`src/verilog/docr_pkg.sv`:
```
`default_nettype none
package docr_pkg;
   // -------------------------------------------------------------------
   // Frame address bytes
   // -------------------------------------------------------------------
   localparam logic [7:0] ADDR_NOP      = 8'h00;
   localparam logic [7:0] ADDR_READ     = 8'h02;
   localparam logic [7:0] ADDR_CONTROL  = 8'h55;
   localparam logic [7:0] ADDR_SWRESET  = 8'h56;
   localparam logic [7:0] ADDR_CONFIG   = 8'h57;
   localparam logic [7:0] ADDR_GAIN     = 8'h58;
   localparam logic [7:0] ADDR_ZERO     = 8'h59;
   localparam logic [7:0] ADDR_DATA     = 8'h01;

   // -------------------------------------------------------------------
   // Read select codes (low six bits of the read word; the _LO codes match the low two bits)
   // -------------------------------------------------------------------
   localparam logic [5:0] RD_CONFIG     = 6'h0B;
   localparam logic [5:0] RD_GAIN       = 6'h13;
   localparam logic [5:0] RD_ZERO       = 6'h17;
   localparam logic [1:0] RD_STATUS_LO  = 2'h0;
   localparam logic [1:0] RD_DATA_LO    = 2'h1;
   localparam logic [1:0] RD_CONTROL_LO = 2'h2;

   // -------------------------------------------------------------------
   // Control field positions
   // -------------------------------------------------------------------
   localparam int CTL_CLEAR_LEVEL_SELECT_BIT  = 15;
   localparam int CTL_OVR_BIT     = 14;
   localparam int CTL_EXTERNAL_RESISTOR_SELECT_BIT    = 13;
   localparam int CTL_ON_BIT      = 12;
   localparam int CTL_RCLK_HI     = 11;
   localparam int CTL_RCLK_LO     = 8;
   localparam int CTL_RSTEP_HI    = 7;
   localparam int CTL_RSTEP_LO    = 5;
   localparam int CTL_RAMP_BIT    = 4;
   localparam int CTL_CHAIN_BIT   = 3;
   localparam int CTL_RANGE_HI    = 2;
   localparam int CTL_RANGE_LO    = 0;

   // -------------------------------------------------------------------
   // Configuration field positions
   // -------------------------------------------------------------------
   localparam int CFG_IRANGE_HI   = 10;
   localparam int CFG_IRANGE_LO   = 9;
   localparam int CFG_DUAL_BIT    = 8;
   localparam int CFG_PULLDN_BIT  = 7;
   localparam int CFG_TRIM_BIT    = 5;
   localparam int CFG_MOD_BIT     = 4;
   localparam int CFG_CHECK_BIT   = 3;
   localparam int CFG_WDOG_BIT    = 2;
   localparam int CFG_TIMEOUT_PERIOD_HI     = 1;
   localparam int CFG_TIMEOUT_PERIOD_LO     = 0;
   localparam logic [15:0] CFG_WRITABLE = 16'h07BF;

   // -------------------------------------------------------------------
   // Reset values and range codes
   // -------------------------------------------------------------------
   localparam logic [15:0] RST_CONTROL = 16'h0000;
   localparam logic [15:0] RST_CONFIG  = 16'h0000;
   localparam logic [15:0] RST_CODE    = 16'h0000;
   localparam logic [15:0] RST_GAIN    = 16'h0000;
   localparam logic [15:0] RST_ZERO    = 16'h0000;
   localparam logic [2:0]  RANGE_I4_20 = 3'h5;
   localparam logic [15:0] CODE_MID    = 16'h8000;

   typedef enum logic [1:0] {DOCR_WRITE, DOCR_READ, DOCR_OTHER} docr_cmd_t;
endpackage : docr_pkg
`default_nettype wire

```
`src/verilog/docr_output_config_registers.sv`:
```
`default_nettype none
// Notes on behaviour
// - Address byte 55h writes the control register from the frame data word.
// - Control bit 15 or the clear level pin picks clear level: code zero on every range, or midscale on unipolar ranges (bipolar stays at code zero).
// - Control bit 14 widens the voltage range by ten percent.
// - Control bit 13 selects the external current-setting resistor.
// - Control bit 12 enables outputs per range; clear means both high impedance.
// - Ramp rate bits 11:8 and step bits 7:5 are ignored unless ramping enabled.
// - Control bit 4 ramps output changes; clear means immediate update.
// - Address byte 57h writes the configuration register from the data word.
// - Current range bits 10:9 apply only in dual mode; no data clear.
// - Configuration bit 8 enables both outputs from one shared code.
// - Configuration bit 7 switches the sense node pulldown to ground.
// - Configuration bit 5 applies gain and zero trim to the code.
// - Configuration bit 4 connects modulation input, only in 4-20 mA range.
// - Configuration bit 3 enables frame error checking.
// - Output code register holds unsigned 16-bit code, reset zero.
// - Twelve-bit variant keeps bits 15:4; low four ignored, read zero.
// - Gain trim register holds unsigned 16-bit gain, reset zero.
// - Zero trim register holds signed 16-bit offset, reset zero.
// - Address bytes 58h and 59h write gain and zero trim registers.
// - A range change clears the output code to the selected clear level.
module docr_output_config_registers
   import docr_pkg::*;
#(
   parameter int CODE_BITS = 16
)(
   // Clock, reset, enable
   input  wire logic        core_clk,
   input  wire logic        rst_n,
   input  wire logic        clkEn,
   // Decoded frame from the serial interface
   input  wire logic        frameValid,
   input  wire logic [7:0]  frameAddr,
   input  wire logic [15:0] frameData,
   input  wire logic        frameCheckOk,
   input  wire logic [15:0] statusWord,
   input  wire logic        clearLevelPin,
   // Readback and frame error
   output logic [15:0]      readData,
   output logic             readValid,
   output logic             frameError,
   // Control fields
   output logic             clearLevelSelect,
   output logic             overrangeExtend,
   output logic             externalResistorSelect,
   output logic             voltageOutputOn,
   output logic             currentOutputOn,
   output logic [2:0]       voltageRange,
   output logic [2:0]       currentRange,
   output logic             rampEnable,
   output logic [3:0]       rampClockRate,
   output logic [2:0]       rampStepSize,
   output logic             chainEnable,
   // Configuration fields
   output logic             sensePulldown,
   output logic             modulationInjectEnable,
   output logic             frameCheckEnable,
   output logic             timeoutEnable,
   output logic [1:0]       timeoutPeriod,
   // Converter code
   output logic [15:0]      outputCode
);
   import docr_pkg::*;

   // -------------------------------------------------------------------
   // Helpers
   // -------------------------------------------------------------------
   localparam logic [15:0] CODE_MASK = 16'hFFFF << (16 - CODE_BITS);

   function automatic docr_cmd_t decodeCmd(input logic [7:0] addr);
      if (addr == ADDR_READ) begin
         return DOCR_READ;
      end
      if (addr == ADDR_CONTROL || addr == ADDR_CONFIG || addr == ADDR_GAIN ||
          addr == ADDR_ZERO || addr == ADDR_DATA || addr == ADDR_SWRESET) begin
         return DOCR_WRITE;
      end
      return DOCR_OTHER;
   endfunction : decodeCmd

   logic [15:0] ctl_q;
   logic [15:0] cfg_q;
   logic [15:0] code_q;
   logic [15:0] gain_q;
   logic [15:0] zero_q;
   logic [15:0] clearCode;
   docr_cmd_t   cmd;
   logic        accept;
   logic        swReset;
   logic        ctlWrite;
   logic        rangeChange;

   // -------------------------------------------------------------------
   // Frame acceptance
   // -------------------------------------------------------------------
   assign cmd      = decodeCmd(frameAddr);
   // Without checking enabled every frame is taken as it arrives.
   assign accept   = frameValid && (frameCheckOk || !cfg_q[CFG_CHECK_BIT]);
   assign swReset  = accept && frameAddr == ADDR_SWRESET && frameData[0];
   assign ctlWrite = accept && frameAddr == ADDR_CONTROL;
   assign rangeChange = ctlWrite &&
                        frameData[CTL_RANGE_HI:CTL_RANGE_LO] != ctl_q[CTL_RANGE_HI:CTL_RANGE_LO];

   docr_clear_level u_clear (
      .clearSel  (clearLevelPin | frameData[CTL_CLEAR_LEVEL_SELECT_BIT]),
      .range     (frameData[CTL_RANGE_HI:CTL_RANGE_LO]),
      .clearCode (clearCode)
   );

   // -------------------------------------------------------------------
   // Control register
   // -------------------------------------------------------------------
   always_ff @(posedge core_clk) begin
      if (!rst_n) begin
         ctl_q <= RST_CONTROL;
      end else if (clkEn) begin
         if (swReset) begin
            ctl_q <= RST_CONTROL;
         end else if (ctlWrite) begin
            ctl_q <= frameData;
         end
      end
   end

   // -------------------------------------------------------------------
   // Configuration register
   // -------------------------------------------------------------------
   always_ff @(posedge core_clk) begin
      if (!rst_n) begin
         cfg_q <= RST_CONFIG;
      end else if (clkEn) begin
         if (swReset) begin
            cfg_q <= RST_CONFIG;
         end else if (accept && frameAddr == ADDR_CONFIG) begin
            // Reserved bits are kept at zero even if the host slips.
            cfg_q <= frameData & CFG_WRITABLE;
         end
      end
   end

   // -------------------------------------------------------------------
   // Output code and trim registers
   // -------------------------------------------------------------------
   always_ff @(posedge core_clk) begin
      if (!rst_n) begin
         code_q <= RST_CODE;
      end else if (clkEn) begin
         if (swReset) begin
            code_q <= RST_CODE;
         end else if (rangeChange) begin
            code_q <= clearCode & CODE_MASK;
         end else if (accept && frameAddr == ADDR_DATA) begin
            code_q <= frameData & CODE_MASK;
         end
      end
   end

   always_ff @(posedge core_clk) begin
      if (!rst_n) begin
         gain_q <= RST_GAIN;
         zero_q <= RST_ZERO;
      end else if (clkEn) begin
         if (swReset) begin
            gain_q <= RST_GAIN;
            zero_q <= RST_ZERO;
         end else if (accept && frameAddr == ADDR_GAIN) begin
            gain_q <= frameData & CODE_MASK;
         end else if (accept && frameAddr == ADDR_ZERO) begin
            zero_q <= frameData & CODE_MASK;
         end
      end
   end

   // -------------------------------------------------------------------
   // Trimmed code
   // -------------------------------------------------------------------
   // Gain is a fraction of full scale added on top of unity, so the zero
   // default leaves the code untouched; the sum saturates at both ends.
   logic [31:0]        gainProd;
   logic signed [18:0] trimSum;
   logic [15:0]        trimmed;
   always_comb begin
      gainProd = code_q * gain_q;
      trimSum  = $signed({3'h0, code_q}) + $signed({3'h0, gainProd[31:16]})
                 + $signed({{3{zero_q[15]}}, zero_q});
      if (trimSum < 0) begin
         trimmed = 16'h0000;
      end else if (trimSum > 19'sh0FFFF) begin
         trimmed = 16'hFFFF;
      end else begin
         trimmed = trimSum[15:0];
      end
   end

   // -------------------------------------------------------------------
   // Field outputs, all registered
   // -------------------------------------------------------------------
   logic dual;
   logic on;
   assign dual = cfg_q[CFG_DUAL_BIT];
   assign on   = ctl_q[CTL_ON_BIT];

   always_ff @(posedge core_clk) begin
      if (!rst_n) begin
         clearLevelSelect       <= 1'b0;
         overrangeExtend        <= 1'b0;
         externalResistorSelect <= 1'b0;
         voltageOutputOn        <= 1'b0;
         currentOutputOn        <= 1'b0;
         voltageRange           <= 3'h0;
         currentRange           <= 3'h0;
         rampEnable             <= 1'b0;
         rampClockRate          <= 4'h0;
         rampStepSize           <= 3'h0;
         chainEnable            <= 1'b0;
      end else if (clkEn) begin
         clearLevelSelect       <= ctl_q[CTL_CLEAR_LEVEL_SELECT_BIT] | clearLevelPin;
         overrangeExtend        <= ctl_q[CTL_OVR_BIT];
         externalResistorSelect <= ctl_q[CTL_EXTERNAL_RESISTOR_SELECT_BIT];
         voltageRange           <= ctl_q[CTL_RANGE_HI:CTL_RANGE_LO];
         // Outside dual mode the range picks voltage (top bit low) or current.
         voltageOutputOn        <= on && (dual || !ctl_q[CTL_RANGE_HI]);
         currentOutputOn        <= on && (dual || ctl_q[CTL_RANGE_HI]);
         currentRange           <= dual ? {1'b1, cfg_q[CFG_IRANGE_HI:CFG_IRANGE_LO]}
                                        : ctl_q[CTL_RANGE_HI:CTL_RANGE_LO];
         rampEnable             <= ctl_q[CTL_RAMP_BIT];
         rampClockRate          <= ctl_q[CTL_RAMP_BIT] ? ctl_q[CTL_RCLK_HI:CTL_RCLK_LO] : 4'h0;
         rampStepSize           <= ctl_q[CTL_RAMP_BIT] ? ctl_q[CTL_RSTEP_HI:CTL_RSTEP_LO] : 3'h0;
         chainEnable            <= ctl_q[CTL_CHAIN_BIT];
      end
   end

   always_ff @(posedge core_clk) begin
      if (!rst_n) begin
         sensePulldown          <= 1'b0;
         modulationInjectEnable <= 1'b0;
         frameCheckEnable       <= 1'b0;
         timeoutEnable          <= 1'b0;
         timeoutPeriod          <= 2'h0;
         outputCode             <= 16'h0000;
      end else if (clkEn) begin
         sensePulldown          <= cfg_q[CFG_PULLDN_BIT];
         // The injection path is only meaningful on the 4-20 mA range.
         modulationInjectEnable <= cfg_q[CFG_MOD_BIT] && currentRange == RANGE_I4_20;
         frameCheckEnable       <= cfg_q[CFG_CHECK_BIT];
         timeoutEnable          <= cfg_q[CFG_WDOG_BIT];
         timeoutPeriod          <= cfg_q[CFG_TIMEOUT_PERIOD_HI:CFG_TIMEOUT_PERIOD_LO];
         outputCode             <= (cfg_q[CFG_TRIM_BIT] ? trimmed : code_q) & CODE_MASK;
      end
   end

   // -------------------------------------------------------------------
   // Readback and frame error
   // -------------------------------------------------------------------
   logic [15:0] rdMux;
   always_comb begin
      case (frameData[5:0])
         RD_CONFIG: rdMux = cfg_q;
         RD_GAIN:   rdMux = gain_q;
         RD_ZERO:   rdMux = zero_q;
         default: begin
            case (frameData[1:0])
               RD_STATUS_LO:  rdMux = statusWord;
               RD_DATA_LO:    rdMux = code_q;
               RD_CONTROL_LO: rdMux = ctl_q;
               default:       rdMux = 16'h0000;
            endcase
         end
      endcase
   end

   always_ff @(posedge core_clk) begin
      if (!rst_n) begin
         readData   <= 16'h0000;
         readValid  <= 1'b0;
         frameError <= 1'b0;
      end else if (clkEn) begin
         readValid  <= accept && cmd == DOCR_READ;
         frameError <= frameValid && !accept;
         if (accept && cmd == DOCR_READ) begin
            readData <= rdMux;
         end
      end
   end
endmodule : docr_output_config_registers
`default_nettype wire

```
`src/verilog/docr_clear_level.sv`:
```
`default_nettype none
// -------------------------------------------------------------------
// Clear code for a range and clear select
// -------------------------------------------------------------------
module docr_clear_level
   import docr_pkg::*;
(
   // Selection
   input  wire logic        clearSel,
   input  wire logic [2:0]  range,
   // Result
   output logic [15:0]      clearCode
);
   // Ranges 3 and 4 are the bipolar ranges; negative full scale is
   // code zero, so only a unipolar range with the select set lands at mid.
   logic bipolar;
   assign bipolar   = (range == 3'h3) || (range == 3'h4);
   assign clearCode = (clearSel && !bipolar) ? CODE_MID : RST_CODE;
endmodule : docr_clear_level
`default_nettype wire

```
`config.mk`:
```
export PLATFORM = sky130hd
export DESIGN_NAME = docr_output_config_registers
export DESIGN_NICKNAME = d
export VERILOG_FILES = /design/src/verilog/docr_pkg.sv /design/src/verilog/docr_output_config_registers.sv /design/src/verilog/docr_clear_level.sv
export SDC_FILE = /design/constraint.sdc
export NUM_CORES = 1
export LEC_CHECK = 0
export BUFFER_PORTS_ARGS = -buffer_cell sky130_fd_sc_hd__buf_2
export CORE_MARGIN = 2
export CORE_UTILIZATION = 40
export CTS_BUF_LIST = sky130_fd_sc_hd__clkbuf_8 sky130_fd_sc_hd__clkbuf_16
export DETAILED_ROUTE_END_ITERATION = 8
export GPL_ROUTABILITY_DRIVEN = 1
export SKIP_LAST_GASP = 1
export SLEW_MARGIN = 30
export SYNTH_ARGS = -nofsm -noshare
export SYNTH_HDL_FRONTEND = slang
export SYNTH_SLANG_ARGS = --single-unit
```
`constraint.sdc`:
```
create_clock -name core_clk -period 17.4 [get_ports core_clk]
set_clock_uncertainty 0.2 [all_clocks]
set_input_delay 0.87 -clock core_clk [delete_from_list [all_inputs] [get_ports core_clk]]
set_output_delay 0.87 -clock core_clk [all_outputs]
set_load 0.05 [all_outputs]
```
==> summary.md, run 1 <==
| Metric | Value |
|---|---|
| TritonCTS clock tree | `yes` |
| Sequential Power Share | `0.430` |
| Grt ovf | `0` |
| Initial core utilization | `0.408` |
| Met1 Wirelength | `21.0 mm` |
| Post-CTS Resized | `0` |
| Compound-gate portion of the synthesized area | `0.124` |
| Setup Slack @ Placement | `6.74 ns` |
| # setup viols final | `0` |
| Final Hold Vio Count | `0` |
| RSZ-0062 raised after global routing | `no` |
| Post-layout util | `0.447` |
| Hold Buf Count CTS | `0` |
| Mapped Area | `15900 µm²` |
| Finished Layout Cells | `2348` |
| Core Box Area | `38900 µm²` |
| Async set-or-reset flop fraction in the synthesized netlist | `0` |
| Sequential-to-total area share from yosys stat | `0.169` |
| Syn_area_per_cell | `8.93 µm²` |
| WL per Instance | `19.5 µm` |
| Worst-skew pair later-pin latency | `0.43 ns` |
| Setup ws final | `6.74 ns` |
| Num ports | `106` |
| Crit start category | `flop` |
| Synth Area in Adders | `0.356` |
| Ant. Diodes | `0` |
| # H-tree levels | `4` |
| Crit-path max FO | `21` |
| Multiplexer share of the synthesized area | `0.0562` |
| # nets final | `2197` |
| P_int | `0.000519 W` |
| Inst Count DP | `2316` |
| CTS root buffer | `clkbuf_16` |
| DR top layer | `met4` |
| CP max stage cell | `dfxtp_1` |
| Post-synth top area cell | `fa_1` |
| Num rows | `72` |
| Comb power frac | `0.065` |
| Main area contributors after synthesis | `fa_1, dfxtp_1, ha_1, inv_1, mux2i_1` |
| Drt total wl | `45.7 mm` |
| Hpwl dp | `34.1 mm` |
| Critical Path Max Stage Delay | `0.96 ns` |
| Most common cell on crit path | `fa_1` |
| Max-slew headroom | `0.298` |
| Cells after Synth | `1776` |
| Met2 Routed Length | `21.2 mm` |
| Placer Congestion | `0.889` |
| Post-DRT Antenna Nets | `0` |
| Clock transition at path regs | `0.07 ns` |
| Chip height | `203 µm` |
| First drt pass iteration count | `5` |
| Worst EP arrival | `10.83 ns` |
| DRC viols | `0` |
| Post-synth top area share | `0.246` |
| Fillers | `3893` |
| Clock Sink Count | `134` |
| CTS Buf Count | `17` |
| Simple-gate share of the synthesized area | `0.187` |
| Netlist cell types | `81` |
| Required @ worst endpoint | `17.57 ns` |
| Leakage | `8.44 nW` |
| Hold/Removal Path Class | `reg2reg` |
| Final min period | `10.66 ns` |
| Synth warnings | `0` |
| All-Layer GR Usage | `0.226` |
| Post-synth EDFFs | `0` |
| Met3 WL post-DR | `2.42 mm` |
| Post-Syn Nets | `2156` |
| XOR/XNOR share of the synthesized area | `0.0248` |
| Kind of critical path | `reg2reg` |
| Vias in the first global route | `13000` |
| Synth Register Bits | `134` |
| Power per cell area | `41.4 nW/µm²` |
| Slew @ Worst Pin | `1.05 ns` |
| Largest net degree at the start of global routing | `122` |
| Max-Cap Viols | `0` |
| Clock Power Share | `0.504` |
| Main combinational cell family by area after synthesis | `adder cells` |
| First-pass GRT wire length | `72.7 mm` |
| Initial DRC count | `854` |
| Critical Path End Type | `flop` |
| Die Footprint | `41300 µm²` |
| # port buffers | `105` |
| Antenna violations before repair | `0` |
| Final Max Tran Viols | `0` |
| Top FF cell, synth | `dfxtp_1` |
| Status | `finished, final reports clean` |
| Sw Pwr | `0.000201 W` |
| Max Freq | `93.8 MHz` |
| Sw Share | `0.280` |
| Synth-to-Final Area Change | `9.59%` |
| Post-CTS Setup Inserts | `0` |
| Worst vdd ir | `0.0000682 V` |
| Vias per cell | `5.43` |
| Clock Tree Buf Depth | `2` |
| Share of layout cells above drive strength 1 | `0.109` |
| Routed vias | `12700` |
| Die W | `203 µm` |
| Final period utilization | `0.613` |
| Final setup TNS | `0 ns` |
==> flip-flops by register name, indices dropped and copies added (netlist names), 2 cells and up <==
register,cells
ctl_q,16
gain_q,16
readData,16
code_q,16
timeoutPeriod,2
currentRange,3
rampStepSize,3
cfg_q,10
zero_q,16
outputCode,16
voltageRange,3
rampClockRate,4
==> layer usage <==
| layer | vias to the layer above | GRT usage |
|---|---|---|
| li1 | 5874 | - |
| met1 | 6361 | 0.313 |
| met2 | 434 | 0.375 |
| met3 | 70 | 0.0270 |
| met4 | 0 | 0.0623 |
| met5 | - | 0 |
==> synthesized netlist by cell type, types with 4 or more instances <==
cell type and number:
o2111ai_1 4, a21boi_0 28, o31ai_1 4, o211a_1 21
a21oi_1 28, nand2_1 198, o211ai_1 10, inv_1 241
mux2i_1 88, nor2_1 44, clkbuf_1 84, o21ai_1 4
o21ai_0 46, buf_2 8, a21o_1 11, a221oi_1 16
ha_1 139, xnor2_1 25, nor2b_1 81, fa_1 195
nand2b_1 23, buf_1 8, nand3_1 43, a22oi_1 10
nand4_1 4, a211oi_1 12, xor2_1 20, dfxtp_1 134
a31oi_1 11, nor3_1 11, and2_1 131, o21a_1 12
nor4_1 5
==> cell usage in the layout, fill, tap and decap left out, types with 10 or more instances in the layout <==
cell type | synthesis | layout
a21oi_1 | 28 | 28
dfxtp_1 | 134 | 130
nand3_1 | 43 | 43
xnor2_1 | 25 | 25
a211oi_1 | 12 | 12
nor3_1 | 11 | 11
a21o_1 | 11 | 11
buf_2 | 8 | 104
o21ai_0 | 46 | 46
nand2_1 | 198 | 198
nor2b_1 | 81 | 81
nor2_1 | 44 | 43
and2_1 | 131 | 131
fa_1 | 195 | 195
ha_1 | 139 | 139
o21a_1 | 12 | 12
a31oi_1 | 11 | 11
buf_4 | 0 | 19
nand2b_1 | 23 | 23
a22oi_1 | 10 | 10
o211ai_1 | 10 | 10
a21boi_0 | 28 | 27
mux2i_1 | 88 | 88
a221oi_1 | 16 | 16
inv_1 | 241 | 241
xor2_1 | 20 | 20
clkbuf_16 | 0 | 17
o211a_1 | 21 | 21
==> logic make-up (layout without fill, tap and decap cells) <==
kind of cell / Yosys count / count (layout)
xor gates and xnor gates: 45 / 45
adders and majority gates: 334 / 334
DFF: 134 / 134
muxes: 89 / 89
and+or+nand+nor: 570 / 570
buffers and inverters: 343 / 397
AOI/OAI and AO/OA: 261 / 261
==> worst paths after layout <==
kind / from / to / slack (ns) / cells after the start
setup / recovery: code_q[9] / outputCode[7] / 6.74 / 34
hold / removal: frameError / frameError / 0.29 / 2
setup reg to reg: code_q[9] / outputCode[7] / 6.74 / 34
hold reg to reg: frameError / frameError / 0.29 / 2
==> area by class of cell <==
class,instances,area (µm²),area share
clock buffer,17,425,0.0245
multi-input combinational,1299,11900,0.683
sequential,134,2690,0.155
inverter,241,905,0.0520
tap,518,648,0.0373
timing repair buffer,124,674,0.0388
clock inverter,15,174,0.0100
==> critical path: cells and delay by family, from the launching register on <==
| kind | cells | cell delay (ns) |
|---|---|---|
| compound gates | 17 | 4.37 |
| fa+ha+maj | 9 | 3.98 |
| flops | 1 | 0.96 |
| simple gates | 4 | 0.71 |
| xor+xnor | 1 | 0.23 |
| buf+inv | 3 | 0.14 |
==> power groups by stage <==
stage               sequential, W  combinational (W)  clock, W
floorplan                0.000321          0.0000245         0
global placement         0.000317          0.0000462         0
detailed placement       0.000317          0.0000458         0
CTS                      0.000310          0.0000461  0.000367
global route             0.000310          0.0000492  0.000382
finish                   0.000310          0.0000470  0.000363
==> metrics by stage <==
stage	hold WS [ns]	power, W	instance area (µm²)
2_1_floorplan	0.282	0.000346	15900
3_3_place_gp	0.272	0.000363	16800
3_5_place_dp	0.277	0.000363	16800
4_1_cts	0.296	0.000723	17400
5_1_grt	0.317	0.000741	17400
6_report	0.287	0.000720	17400
Note: power is estimated with default switching activity, not from simulation.
==> run 2, diff against run 1 <==
clock period = 9.49 ns   (was 17.4 ns; I/O delays follow)
==> summary.md, run 2 (same netlist as run 1, synthesis figures left out) <==
| Metric | Value |
|---|---|
| Status | `finished, final reports clean` |
| Most common cell on crit path | `fa_1` |
| Clock Power Share | `0.490 (-0.014)` |
| Leakage | `9.04 nW (+7.1%)` |
| Max Freq | `107 MHz (+14%)` |
| Critical Path End Type | `flop` |
| Hold/Removal Path Class | `in2reg` |
| Die W | `203 µm (unchanged)` |
| Core Box Area | `38900 µm² (unchanged)` |
| Power per cell area | `69.4 nW/µm² (+68%)` |
| # nets final | `2295 (+4.5%)` |
| Initial DRC count | `722 (-15%)` |
| Final min period | `9.32 ns (-1.34 ns)` |
| CTS root buffer | `clkbuf_16` |
| Slew @ Worst Pin | `0.858 ns (-0.193 ns)` |
| Crit start category | `flop` |
| Post-DRT Antenna Nets | `0 (unchanged)` |
| First drt pass iteration count | `7 (+2)` |
| DRC viols | `0 (unchanged)` |
| Share of layout cells above drive strength 1 | `0.176 (+0.0672)` |
| # setup viols final | `0 (unchanged)` |
| Clock transition at path regs | `0.07 ns (about the same)` |
| Max-slew headroom | `0.428 (+0.130)` |
| Required @ worst endpoint | `9.60 ns (-7.97 ns)` |
| All-Layer GR Usage | `0.230 (+0.00403)` |
| WL per Instance | `19.2 µm (-1.5%)` |
| Comb power frac | `0.067 (+0.002)` |
| # H-tree levels | `4 (unchanged)` |
| Most frequent cells in the layout | `inv_1, nand2_1, fa_1, ha_1, and2_1` |
| Vias per cell | `5.30 (-2.3%)` |
| Routed vias | `13000 (+1.8%)` |
| Hold Buf Count CTS | `0 (unchanged)` |
| Sw Share | `0.263 (-0.0169)` |
| Antenna violations before repair | `0 (unchanged)` |
| CTS Buf Count | `17 (unchanged)` |
| Sequential Power Share | `0.443 (+0.013)` |
| Synth-to-Final Area Change | `16.0%` |
| First-pass GRT wire length | `74.1 mm (+1.9%)` |
| Kind of critical path | `reg2reg` |
| Worst EP arrival | `9.43 ns (-1.40 ns)` |
| Clock Sink Count | `134 (unchanged)` |
| Clock Tree Buf Depth | `2 (unchanged)` |
| Post-layout util | `0.473 (+0.0263)` |
| Die Footprint | `41300 µm² (unchanged)` |
| Chip height | `203 µm (unchanged)` |
| Vias in the first global route | `13100 (+0.82%)` |
| Worst-skew pair later-pin latency | `0.42 ns (about the same)` |
| Fillers | `3820 (-1.9%)` |
| Hpwl dp | `36.7 mm (+7.6%)` |
| Critical Path Max Stage Delay | `0.53 ns (-0.43 ns)` |
| Grt ovf | `0 (unchanged)` |
| Num ports | `106 (unchanged)` |
| Final period utilization | `0.982 (+0.370)` |
| Most common cell after layout, fill and taps aside | `inv_1` |
| Register Area | `2720 µm² (+1.3%)` |
| Initial core utilization | `0.408 (unchanged)` |
| Hold depth | `3 (+1)` |
| Placer Congestion | `0.882 (-0.75%)` |
| P_int | `0.000942 W (+82%)` |
| TritonCTS clock tree | `yes` |
| Area of the multi-input gates | `12100 µm² (+2.2%)` |
| Largest net degree at the start of global routing | `134 (+9.8%)` |
| Max-Cap Viols | `0 (unchanged)` |
| Num rows | `72 (unchanged)` |
| Final Hold Vio Count | `0 (unchanged)` |
| Crit-path max FO | `7 (-67%)` |
| Ant. Diodes | `0 (unchanged)` |
| Sw Pwr | `0.000336 W (+67%)` |
| Worst vdd ir | `0.000115 V (+68%)` |
| # port buffers | `105 (unchanged)` |
| FF-to-FF path depth | `35 (+2.9%)` |
| Final Max Tran Viols | `0 (unchanged)` |
| Drt total wl | `46.9 mm (+2.6%)` |
| Final setup TNS | `0 ns (unchanged)` |
| RSZ-0062 raised after global routing | `yes` |
| CP max stage cell | `fa_1` |
run 2: changes by cell type in the layout (fill, tap and decap cells not counted), moves of 4 or more:
cell	previous run	this run
dfxtp_4	0	7
inv_8	6	2
buf_6	1	6
buf_4	19	111
clkinv_8	4	0
dfxtp_1	130	116
dfxtp_2	4	11
run 2: final timing paths:
path              slack [ns]                to          start
hold reg to reg         0.28        frameError     frameError
hold / removal          0.21  clearLevelSelect  clearLevelPin
setup reg to reg        0.17     outputCode[1]      code_q[8]
setup / recovery        0.17     outputCode[1]      code_q[8]
run 2: metrics by stage:
step	std cells	instance area, µm²	worst slack [ns]	hold slack [ns]	power [W]
after floorplan	1776	15900	0.0639	0.282	0.000634
after global placement	2404	17400	-0.203	0.272	0.000663
after detailed placement	2404	17500	-0.311	0.272	0.000664
after CTS	2435	18100	0.00751	0.199	0.00128
after global routing	2445	18400	-0.241	0.233	0.00131
final	2445	18400	0.168	0.210	0.00128
run 2: power by group through the flow:
stage / clock network [W] / logic, W / registers, W
floorplan: 0 / 0.0000449 / 0.000589
global placement: 0 / 0.0000827 / 0.000581
detailed placement: 0 / 0.0000830 / 0.000581
CTS: 0.000630 / 0.0000836 / 0.000568
global route: 0.000653 / 0.0000907 / 0.000566
finish: 0.000627 / 0.0000855 / 0.000566
run 2: timing repair:
item / CTS / global route
buffers inserted: 0 / 10
hold endpoints to repair: 0 / 0
pin swaps: 2 / 48
setup endpoints to repair: 16 / 16
gates resized for setup: 20 / 60
run 2: layout make-up:
type | instances | area share
Timing Repair Buffer | 222 | 0.0783
Tap cell | 518 | 0.0352
Multi-Input combinational cell | 1299 | 0.659
Clock buffer | 18 | 0.0239
Clock inverter | 13 | 0.00625
Inverter | 241 | 0.0491
Sequential cell | 134 | 0.148
run 2: worst max-delay path: cells and delay by family (launching register included):
kind / cells / cell delay (ns)
adder cells (fa/ha/maj): 9 / 3.95
XOR/XNOR: 1 / 0.10
flip-flops: 1 / 0.38
multiplexers: 1 / 0.33
buffers and inverters: 5 / 0.34
AND/OR/NAND/NOR: 6 / 0.79
AO/OA/AOI/OAI: 13 / 3.08
run 2: routing by layer:
metal / wire (µm) / share of wire / track usage
met3: 2710 / 0.058 / 0.0364
met4: 1310 / 0.028 / 0.0678
met1: 21500 / 0.46 / 0.321
met2: 21400 / 0.46 / 0.370
met5: 0 / 0 / 0
